`config.mk`:
```
export PLATFORM = sky130hd
export DESIGN_NAME = fcc_top
export DESIGN_NICKNAME = d
export VERILOG_FILES = /design/src/fcc_pkg.sv /design/src/fcc_serial_if.sv /design/src/fcc_serial.sv /design/src/fcc_top.sv
export SDC_FILE = /design/constraint.sdc
export NUM_CORES = 1
export LEC_CHECK = 0
export ABC_CLOCK_PERIOD_IN_PS = 2550
export BUFFER_PORTS_ARGS = -buffer_cell sky130_fd_sc_hd__buf_2
export CAP_MARGIN = 25
export CORE_MARGIN = 1
export CORE_UTILIZATION = 55
export CTS_BUF_LIST = sky130_fd_sc_hd__clkbuf_4 sky130_fd_sc_hd__clkbuf_8
export CTS_CLUSTER_DIAMETER = 150
export CTS_CLUSTER_SIZE = 8
export DETAILED_ROUTE_END_ITERATION = 10
export PLACE_DENSITY = 0.76
export SYNTH_ARGS = -nofsm -noshare
export SYNTH_HDL_FRONTEND = slang
export SYNTH_SLANG_ARGS = --single-unit
```
`constraint.sdc`:
```
create_clock -name clk -period 2.55 [get_ports clk]
set_input_delay 0.51 -clock clk [delete_from_list [all_inputs] [get_ports clk]]
set_output_delay 0.51 -clock clk [all_outputs]
set_load 0.03 [all_outputs]
```
`src/fcc_pkg.sv`:
```
package fcc_pkg;
  // ---------------------------------------------------------------
  // control register layout
  // ---------------------------------------------------------------
  localparam int unsigned CTRL_W     = 5;
  localparam int unsigned VOLT_MSB   = 4;
  localparam int unsigned VOLT_LSB   = 3;
  localparam int unsigned CURR_MSB   = 2;
  localparam int unsigned CURR_LSB   = 0;
  localparam logic [4:0]  CTRL_RST   = 5'h18;
  localparam logic [2:0]  CURR_TOP   = 3'h5;
  // ---------------------------------------------------------------
  // serial port
  // ---------------------------------------------------------------
  localparam logic [6:0]  I2C_ADDR   = 7'h2a;
  localparam logic [3:0]  BIT_ACK    = 4'h8;
  localparam logic [3:0]  BIT_END    = 4'h9;
  // ---------------------------------------------------------------
  // boost timing
  // ---------------------------------------------------------------
  localparam int unsigned CLK_MHZ     = 200;
  localparam int unsigned OFF_STEP_NS = 100;
  localparam int unsigned MAX_ON_NS   = 2000;
  localparam int unsigned OFF_STEP_CYC = (OFF_STEP_NS * CLK_MHZ + 999) / 1000;
  localparam int unsigned MAX_ON_CYC   = (MAX_ON_NS * CLK_MHZ) / 1000;
  localparam int unsigned TMR_W        = 12;
  localparam int unsigned SYNC_N       = 9;
endpackage

```
`src/fcc_serial_if.sv`:
```
`timescale 1ns/10ps
interface fcc_serial_if;
  logic       sclk;
  logic       sdi;
  logic       sel_n;
  logic       i2c_mode;
  logic       sda_oe;
  logic [4:0] ctrl;
  modport ctl  (output sclk, output sdi, output sel_n, output i2c_mode, input sda_oe, input ctrl);
  modport port (input sclk, input sdi, input sel_n, input i2c_mode, output sda_oe, output ctrl);
endinterface

```
`src/fcc_serial.sv`:
```
`timescale 1ns/10ps
module fcc_serial (
  input  wire logic   clk,
  input  wire logic   rst,
  fcc_serial_if.port  sp
);
  typedef enum logic [3:0] {
    FCC_I_IDLE = 4'b0001,
    FCC_I_ADDR = 4'b0010,
    FCC_I_WR   = 4'b0100,
    FCC_I_RD   = 4'b1000
  } fcc_i2c_st_t;

  fcc_i2c_st_t st_q;
  logic [3:0]  bit_q;
  logic [7:0]  sh_q;
  logic        oe_q;
  logic [4:0]  ctrl_q;
  logic [4:0]  spi_sh_q;
  logic [2:0]  spi_cnt_q;
  logic        scl_p_q;
  logic        sda_p_q;
  logic        sel_p_q;
  logic        scl_rise;
  logic        scl_fall;
  logic        start;
  logic        stop;
  logic        spi_on;
  logic        i2c_clr;
  logic [7:0]  rd_byte;

  assign scl_rise = sp.sclk & ~scl_p_q;
  assign scl_fall = ~sp.sclk & scl_p_q;
  assign start    = sp.sclk & scl_p_q & sda_p_q & ~sp.sdi;
  assign stop     = sp.sclk & scl_p_q & ~sda_p_q & sp.sdi;
  assign spi_on   = ~sp.i2c_mode & ~sp.sel_n;
  assign i2c_clr  = sp.i2c_mode & ~sp.sel_n;
  assign rd_byte  = {3'h0, ctrl_q};
  assign sp.sda_oe = oe_q;
  assign sp.ctrl   = ctrl_q;

  always_ff @(posedge clk or posedge rst) begin
    if (rst) begin
      scl_p_q <= 1'b0;
      sda_p_q <= 1'b1;
      sel_p_q <= 1'b1;
    end else begin
      scl_p_q <= sp.sclk;
      sda_p_q <= sp.sdi;
      sel_p_q <= sp.sel_n;
    end
  end

  // ---------------------------------------------------------------
  // spi receive
  // ---------------------------------------------------------------
  always_ff @(posedge clk or posedge rst) begin
    if (rst) begin
      spi_sh_q  <= 5'h00;
      spi_cnt_q <= 3'h0;
    end else if (!spi_on) begin
      spi_cnt_q <= 3'h0;
    end else if (scl_rise) begin
      spi_sh_q <= {spi_sh_q[3:0], sp.sdi};
      if (spi_cnt_q != 3'h5) begin
        spi_cnt_q <= spi_cnt_q + 3'h1;
      end
    end
  end

  // ---------------------------------------------------------------
  // control register
  // ---------------------------------------------------------------
  always_ff @(posedge clk or posedge rst) begin
    if (rst) begin
      ctrl_q <= fcc_pkg::CTRL_RST;
    end else if (i2c_clr) begin
      ctrl_q <= fcc_pkg::CTRL_RST;
    end else if (!sp.i2c_mode && sp.sel_n && !sel_p_q && spi_cnt_q == 3'h5) begin
      ctrl_q <= spi_sh_q;
    end else if (st_q == FCC_I_WR && scl_fall && bit_q == fcc_pkg::BIT_ACK) begin
      ctrl_q <= sh_q[4:0];
    end
  end

  // ---------------------------------------------------------------
  // i2c slave
  // ---------------------------------------------------------------
  always_ff @(posedge clk or posedge rst) begin
    if (rst) begin
      st_q  <= FCC_I_IDLE;
      bit_q <= 4'h0;
      sh_q  <= 8'h00;
      oe_q  <= 1'b0;
    end else if (!sp.i2c_mode || i2c_clr || stop) begin
      st_q <= FCC_I_IDLE;
      oe_q <= 1'b0;
    end else if (start) begin
      st_q  <= FCC_I_ADDR;
      bit_q <= 4'h0;
      oe_q  <= 1'b0;
    end else begin
      case (st_q)
        FCC_I_ADDR, FCC_I_WR: begin
          if (scl_rise && bit_q < fcc_pkg::BIT_ACK) begin
            sh_q  <= {sh_q[6:0], sp.sdi};
            bit_q <= bit_q + 4'h1;
          end else if (scl_fall && bit_q == fcc_pkg::BIT_ACK) begin
            if (st_q == FCC_I_ADDR && sh_q[7:1] != fcc_pkg::I2C_ADDR) begin
              st_q <= FCC_I_IDLE;
            end else begin
              oe_q  <= 1'b1;
              bit_q <= fcc_pkg::BIT_END;
            end
          end else if (scl_fall && bit_q == fcc_pkg::BIT_END) begin
            bit_q <= 4'h0;
            if (st_q == FCC_I_ADDR && sh_q[0]) begin
              st_q <= FCC_I_RD;
              sh_q <= rd_byte;
              oe_q <= ~rd_byte[7];
            end else begin
              st_q <= FCC_I_WR;
              oe_q <= 1'b0;
            end
          end
        end
        FCC_I_RD: begin
          if (scl_fall && bit_q < 4'h7) begin
            sh_q  <= {sh_q[6:0], 1'b0};
            oe_q  <= ~sh_q[6];
            bit_q <= bit_q + 4'h1;
          end else if (scl_fall && bit_q == 4'h7) begin
            oe_q  <= 1'b0;
            bit_q <= fcc_pkg::BIT_ACK;
          end else if (scl_rise && bit_q == fcc_pkg::BIT_ACK) begin
            if (sp.sdi) begin
              st_q <= FCC_I_IDLE;
            end else begin
              bit_q <= fcc_pkg::BIT_END;
            end
          end else if (scl_fall && bit_q == fcc_pkg::BIT_END) begin
            bit_q <= 4'h0;
            sh_q  <= rd_byte;
            oe_q  <= ~rd_byte[7];
          end
        end
        FCC_I_IDLE: begin
          oe_q <= 1'b0;
        end
        default: begin
          st_q <= FCC_I_IDLE;
        end
      endcase
    end
  end
endmodule // fcc_serial

```
`src/fcc_top.sv`:
```
`timescale 1ns/10ps
// How it works
// - charge cycle starts on fill request rising edge
// - target reached: stop boost, release done
// - fill request low aborts charge, powers down
// - done open drain, low only while charging
// - target judged from synchronised feedback comparator
// - peak current and off time pace boost
// - gate drive follows flash input level
// - gate drive ends when flash falls
// - bus select high i2c, low spi
// - spi accepts data only while select low
// - select low in i2c resets port, register
// - i2c ack and read data open drain
// - torch sink follows torch enable
// - six current codes, four voltage levels
// - five-bit register: voltage 4:3, current 2:0
// - voltage field resets to highest level 11
module fcc_top #(
  parameter int unsigned OFF_STEP = fcc_pkg::OFF_STEP_CYC,
  parameter int unsigned MAX_ON   = fcc_pkg::MAX_ON_CYC
) (
  input  wire logic       clk,
  input  wire logic       rst,
  input  wire logic       fill_request,
  input  wire logic       feedback_sense,
  input  wire logic       peak_current_sense,
  input  wire logic       flash_in,
  input  wire logic       torch_enable,
  input  wire logic       bus_select,
  input  wire logic       serial_select_n,
  input  wire logic       serial_clk,
  input  wire logic       serial_io_pin_i,
  output logic            serial_io_pin_o,
  output logic            serial_io_pin_oe,
  output logic            done_o,
  output logic            done_oe,
  output logic            boost_switch_on,
  output logic            power_down,
  output logic            gate_drive_out,
  output logic            torch_sink_on,
  output logic [1:0]      voltage_level_field,
  output logic [2:0]      battery_current_field
);
  typedef enum logic [3:0] {
    FCC_IDLE = 4'b0001,
    FCC_ON   = 4'b0010,
    FCC_OFF  = 4'b0100,
    FCC_DONE = 4'b1000
  } fcc_chg_st_t;

  localparam int unsigned N = fcc_pkg::SYNC_N;
  localparam int unsigned W = fcc_pkg::TMR_W;

  logic [N-1:0] raw;
  logic [N-1:0] s1_q;
  logic [N-1:0] s2_q;
  logic         fill_s;
  logic         fb_s;
  logic         peak_s;
  logic         flash_s;
  logic         torch_s;
  logic         fill_p_q;
  fcc_chg_st_t  st_q;
  logic [W-1:0] tmr_q;
  logic [4:0]   ctrl;

  fcc_serial_if sif ();

  // ---------------------------------------------------------------
  // input synchronisers
  // ---------------------------------------------------------------
  assign raw = {serial_io_pin_i, serial_clk, serial_select_n, bus_select,
                torch_enable, flash_in, peak_current_sense, feedback_sense, fill_request};

  genvar g;
  generate
    for (g = 0; g < N; g++) begin : g_sync
      always_ff @(posedge clk or posedge rst) begin
        if (rst) begin
          s1_q[g] <= 1'b0;
          s2_q[g] <= 1'b0;
        end else begin
          s1_q[g] <= raw[g];
          s2_q[g] <= s1_q[g];
        end
      end
    end
  endgenerate

  assign fill_s  = s2_q[0];
  assign fb_s    = s2_q[1];
  assign peak_s  = s2_q[2];
  assign flash_s = s2_q[3];
  assign torch_s = s2_q[4];

  assign sif.i2c_mode = s2_q[5];
  assign sif.sel_n    = s2_q[6];
  assign sif.sclk     = s2_q[7];
  assign sif.sdi      = s2_q[8];
  assign ctrl         = sif.ctrl;

  fcc_serial u_serial (
    .clk (clk),
    .rst (rst),
    .sp  (sif)
  );

  assign serial_io_pin_o  = 1'b0;
  assign serial_io_pin_oe = sif.sda_oe;

  // ---------------------------------------------------------------
  // settings to the analog side
  // ---------------------------------------------------------------
  function automatic logic [2:0] fcc_curr_clamp(input logic [2:0] code);
    fcc_curr_clamp = (code > fcc_pkg::CURR_TOP) ? fcc_pkg::CURR_TOP : code;
  endfunction

  function automatic logic [W-1:0] fcc_off_cycles(input logic [2:0] code);
    logic [W-1:0] steps;
    steps = W'(4'h8 - {1'b0, fcc_curr_clamp(code)});
    fcc_off_cycles = W'(steps * W'(OFF_STEP));
  endfunction

  always_ff @(posedge clk or posedge rst) begin
    if (rst) begin
      voltage_level_field   <= fcc_pkg::CTRL_RST[fcc_pkg::VOLT_MSB:fcc_pkg::VOLT_LSB];
      battery_current_field <= fcc_pkg::CTRL_RST[fcc_pkg::CURR_MSB:fcc_pkg::CURR_LSB];
    end else begin
      voltage_level_field   <= ctrl[fcc_pkg::VOLT_MSB:fcc_pkg::VOLT_LSB];
      battery_current_field <= fcc_curr_clamp(ctrl[fcc_pkg::CURR_MSB:fcc_pkg::CURR_LSB]);
    end
  end

  // ---------------------------------------------------------------
  // charge cycle control
  // ---------------------------------------------------------------
  always_ff @(posedge clk or posedge rst) begin
    if (rst) begin
      fill_p_q <= 1'b0;
    end else begin
      fill_p_q <= fill_s;
    end
  end

  always_ff @(posedge clk or posedge rst) begin
    if (rst) begin
      st_q  <= FCC_IDLE;
      tmr_q <= '0;
    end else if (!fill_s) begin
      st_q  <= FCC_IDLE;
      tmr_q <= '0;
    end else begin
      case (st_q)
        FCC_IDLE: begin
          if (!fill_p_q) begin
            st_q  <= FCC_ON;
            tmr_q <= '0;
          end
        end
        FCC_ON: begin
          if (fb_s) begin
            st_q <= FCC_DONE;
          end else if (peak_s || tmr_q >= W'(MAX_ON - 1)) begin
            st_q  <= FCC_OFF;
            tmr_q <= fcc_off_cycles(ctrl[fcc_pkg::CURR_MSB:fcc_pkg::CURR_LSB]);
          end else begin
            tmr_q <= tmr_q + W'(1);
          end
        end
        FCC_OFF: begin
          if (fb_s) begin
            st_q <= FCC_DONE;
          end else if (tmr_q <= W'(1)) begin
            st_q  <= FCC_ON;
            tmr_q <= '0;
          end else begin
            tmr_q <= tmr_q - W'(1);
          end
        end
        FCC_DONE: begin
          st_q <= FCC_DONE;
        end
        default: begin
          st_q <= FCC_IDLE;
        end
      endcase
    end
  end

  assign boost_switch_on = (st_q == FCC_ON);
  assign power_down      = (st_q == FCC_IDLE);
  assign done_o          = 1'b0;
  assign done_oe         = (st_q == FCC_ON) || (st_q == FCC_OFF);

  // ---------------------------------------------------------------
  // gate driver and torch
  // ---------------------------------------------------------------
  always_ff @(posedge clk or posedge rst) begin
    if (rst) begin
      gate_drive_out <= 1'b0;
      torch_sink_on  <= 1'b0;
    end else begin
      gate_drive_out <= flash_s;
      torch_sink_on  <= torch_s;
    end
  end
endmodule // fcc_top

```
* Word level (Yosys, flattened, before mapping) *
Cells that the tools add are included.

operators by class
  $add $sub $neg = 5
  multipliers = 1
  magnitude comparators = 5
  equal/unequal tests = 41
  muxes and demuxes = 64
  bitwise operators = 18
  reductions and logical operators = 32

operator list
  operator                                                          number
  two-way mux 4 bit                                                 26
  two-way mux 12 bit                                                6
  two-way mux 8 bit                                                 8
  case mux 12 bit (3 select lines)                                  1
  != test 4 x 2 -> 1 bit (second input constant)                    5
  == test 4 bit (second input constant)                             4
  case mux 4 bit (4 select lines)                                   1
  case mux 8 bit (2 select lines)                                   1
  two-way mux 5 bit                                                 3
  != test 5 x 3 -> 1 bit (second input constant)                    3
  logical AND 1 bit                                                 13
  adder 12 x 1 -> 12 bit (second input constant)                    1
  == test 4 x 3 -> 1 bit (second input constant)                    3
  >= comparator 12 x 9 -> 1 bit (second input constant)             1
  less-or-equal comparator 12 x 1 -> 1 bit (second input constant)  1
  multiplier 12 x 3 -> 10 bit (second input constant)               1
  two-way mux 3 bit                                                 4
  != test 3 x 1 -> 1 bit (second input constant)                    4
  != test 3 bit (second input constant)                             4
  case mux 4 bit (3 select lines)                                   1
  subtractor 12 x 1 -> 12 bit (second input constant)               1
  two-way mux 1 bit                                                 11
  AND 1 bit                                                         9
  != test 3 x 2 -> 1 bit (second input constant)                    3
  other kinds (34)                                                  51

word-level totals
  bits in registers = 75
  input port bits = 11
  output and inout port bits = 13
  logic and storage cells = 201

* Depth between registers and ports, before layout *
  depth in word-level cells = 10
  mapped depth = 10
  mapped depth without buffers = 9

* By module *
A second synthesis with hierarchy kept.

second synthesis, totals
  cells, all modules = 417
  area, all modules = 4,334.2 um^2

modules (own cells, without submodules)
  module      instances  cells an instance  area each (um^2)  seq. area each (um^2)
  fcc_top     1          211                2,264.7           1,054.8
  fcc_serial  1          206                2,069.5           832.0

* Worst setup path before layout *
OpenSTA, ideal clock, no wires.

  kind = flip-flop to flip-flop
  from = register u_serial.bit_q[0]
  to = register u_serial.sh_q[0]
  setup time = 125 ps
  arrival = 2,124 ps
  required time = 2,425 ps
  path slack = 301 ps
  stages on the path, launching flop included = 9
  path buffers = 1
  period minus slack after synthesis = 2,249 ps
  path through = dfrtp_1 -> inv_1 -> ha_1 -> and3b_1 -> buf_2 -> and2_1 -> or3_4 -> a21oi_4 -> mux2_4

between the ends
  word-level cells in the longest chain between the ends = 4

ends and longest elaborated chain
  item                                                                                     line               RTL
  start, declared                                                                          fcc_serial.sv:15   logic [3:0] bit_q;
  start signal, assigned                                                                   fcc_serial.sv:107  bit_q <= bit_q + 4'h1;
  start signal, assigned                                                                   fcc_serial.sv:113  bit_q <= fcc_pkg::BIT_END;
  start signal, assigned                                                                   fcc_serial.sv:131  bit_q <= bit_q + 4'h1;
  less-than comparator 4 x 3 -> 1 bit, or another cell as far along                        fcc_serial.sv:128  if (scl_fall && bit_q < 4'h7) begin
  logical AND 1 bit, or another cell as far along                                          fcc_serial.sv:128
  != test 3 x 1 -> 1 bit (no source line), or another cell as far along                    -
  AND reduction 9 bit (no source line) or case mux 8 bit (2 select lines) (tied branches)  -
  end signal, assigned                                                                     fcc_serial.sv:119  sh_q <= rd_byte;
  end signal, assigned                                                                     fcc_serial.sv:129  sh_q <= {sh_q[6:0], 1'b0};
  end signal, assigned                                                                     fcc_serial.sv:143  sh_q <= rd_byte;
  end, declared                                                                            fcc_serial.sv:16   logic [7:0] sh_q;

Parallel ways exist; a longest one is shown, timed or not.
A chain may end at the register's enable or synchronous reset.

* Worst setup path in the final report *
  from = register u_serial.bit_q[0]
  to = register u_serial.sh_q[3]

The elaborated chain is that of the path after synthesis.

==> results.cfg <==
[run]
cap_viol_max_count = 0

[floorplan]
num_rows = 31
core_area_mm2 = 0.007331
start_util = 0.5755
die-area_mm2 = 0.008025
chipWidth_um = 89.59
fp.dieH_um = 89.59
num_io_pins = 24

[global_routing]
met3_usage = 0.03931
met1_usage = 0.3389
busiest_layer = met2
grt_remaining_overflow = 0
grt_pass1_wl_mm = 14.34
use_met2 = 0.3629
grt_pass1_vias = 3077
grtUsageTotal = 0.2385
grt_max_degree = 33
antenna_found_initial = 0

[yosys]
synth_area_mm2 = 0.004219
synth-compound-area-share = 0.1652
synth_top_family_by_area = simple AND/OR/NAND/NOR gates
yosysTopAreaCellShare = 0.3974
ys_types = 74
async_reset_ff_frac = 1.000
synth_xor_area_frac = 0.03529
yosysWarnings = 0
ys_ff_latch = 75
ys.flop_type = dfrtp_1
syn_area_per_cell_um2 = 10.19
synthMuxAreaShare = 0.07770
synthAdderAreaFrac = 0.03559
synthTopCellsByCount = dfrtp_1 (67), inv_1 (27), nor2_1 (26), a21oi_1 (25), nand2_1 (23)
yosysSeqAreaShare = 0.4472
yosys-top-cells-area = dfrtp_1 (40%), dfstp_2 (5.0%), ha_1 (3.6%)
yosysTopAreaCell = dfrtp_1
yosys.area_share.simple = 0.1818
yosysMostFrequentCell = dfrtp_1
synth-edff-count = 0
syn_inst = 414

[timing]
report.final.slew_viol_count = 0
setup_viol = 0
worstMarginPinSlew_ns = 0.9480
timing.fmax_mhz = 419.1
skew_ns = 0.01172
rsz0062_at_grt = false
maxSlewHeadroom = 0.3680
finalHoldViolCount = 0
period_share = 0.9357
period_needed_ns = 2.386
finalSetupTns_ns = 0
whs_ns = 0.2666

[placement]
routabilityCongestion = 0.9173
port_buffers = 21
hpwl_mm = 6.272
placedCellCount = 527
place_area_mm2 = 0.004433

[cts]
ctsHtreeMaxLevel = 3
ctsHoldBuffers = 0
clk_latency_ns = 0.35
root_buffer = clkbuf_8
clkTransAtPathRegs_ns = 0.07
cts_resized = 0
cts_buffers = 9
cts_setup_buffers = 0
cts.sinks = 75
clockBufferDepth = 2
cts_tree = built

[status]
status = finished, final reports clean

[route]
wire_per_inst_um = 15.76
via_count = 3219
drc = 0
drt-initial-drc-count = 218
via_per_inst = 5.928
drt_pass1_iterations = 5
antenna_left = 0
wirelength_mm = 8.559

[power_and_ir_drop]
vdd_drop_max_mv = 0.4776
p_per_area_mw_per_mm2 = 531.4
leakage_nw = 2.080

[finish]
syn2layout_area_growth_pct = 9.816
n_fill_cell = 595
fin_cells = 543
drive_above_1_share = 0.2027
nNetsFinal = 462
final_util = 0.6320
diodes = 0
fin_area_mm2 = 0.004633

[setup_path]
worstRegToRegCells = 7
crit_path_start_kind = flop
timing_worst_setup_path_type = reg -> reg
cp_data_arrival_time_ns = 2.61
cp_max_fo = 8
cp.required_ns = 2.78
worstSetupEndpointType = flop
rrSetupSlack_ns = 0.16

[hold_path]
hold_class = in -> async
==> critical path, stage by stage (launching register included) <==
cell     delay, ns
dfrtp_1       0.44
inv_1         0.11
ha_1          0.20
and3b_1       0.25
and2_1        0.25
or3_4         0.36
a21oi_4       0.34
mux2_4        0.33
==> power by group <==
part	internal [W]	total, W	switching [W]
logic	0.0000982	0.000239	0.000141
registers	0.00125	0.00131	0.0000565
clock network	0.000509	0.000917	0.000408
==> per-layer routing <==
metal | vias to the layer above | part of all wire | wire (µm)
met5 | - | 0 | 0
met1 | 1548 | 0.48 | 4115
li1 | 1554 | - | -
met4 | 0 | 0.025 | 218
met2 | 93 | 0.45 | 3873
met3 | 24 | 0.041 | 351
==> cell families (layout without fill, tap and decap cells) <==
kind of cell	after synthesis	after routing
compound gates	96	96
xor+xnor	17	17
fa+ha+maj	12	12
buf+inv	49	78
flops	75	75
mux	29	29
other cells	1	2
simple gates	135	135
==> sequential cells by signal, summed over array words and instances, names as in the netlist, 2 cells and up <==
signal	flops
u_serial.sh_q	8
u_serial.bit_q	4
st_q	4
voltage_level_field	2
battery_current_field	3
s1_q	9
u_serial.sp.ctrl	5
tmr_q	12
u_serial.spi_sh_q	5
u_serial.spi_cnt_q	3
u_serial.st_q	4
==> cell usage in the layout (no fill, tap or decap), types with 13 or more instances in the layout <==
cell type  instances
dfrtp_1           67
inv_1             26
nor2_1            26
a21oi_1           25
nand2_1           23
buf_2             21
xnor2_1           14
mux2i_1           14
o21ai_0           13
buf_4             13
==> final cells by class <==
class	count	area (µm²)	share of cell area
clock buffers	13	160.2	0.03457
clock inverters	3	40.04	0.008642
multi-input cells	291	2098	0.4529
well taps	99	123.9	0.02674
flip-flops and latches	75	1887	0.4072
inverters	27	101.3	0.02187
repair buffers	35	222.7	0.04807
==> path summary, 6_finish.rpt <==
path	startpoint	endpoint
worst max-delay path	u_serial.bit_q[0]	u_serial.sh_q[3]
worst min-delay path	rst	gate_drive_out
worst max register to register	u_serial.bit_q[0]	u_serial.sh_q[3]
worst min register to register	s1_q[2]	peak_s
max in group asynchronous	rst	st_q[0]
min in group clk	bus_select	s1_q[5]
==> per-stage QoR <==
stage / worst slack (ns) / total power, W
global placement: 0.2173 / 0.001558
floorplan: 0.1433 / 0.001497
CTS: 0.1723 / 0.002494
finish: 0.1639 / 0.002462
global route: 0.03594 / 0.002563
detailed placement: 0.1872 / 0.001567
No activity file was read; power rests on OpenSTA's default activity.
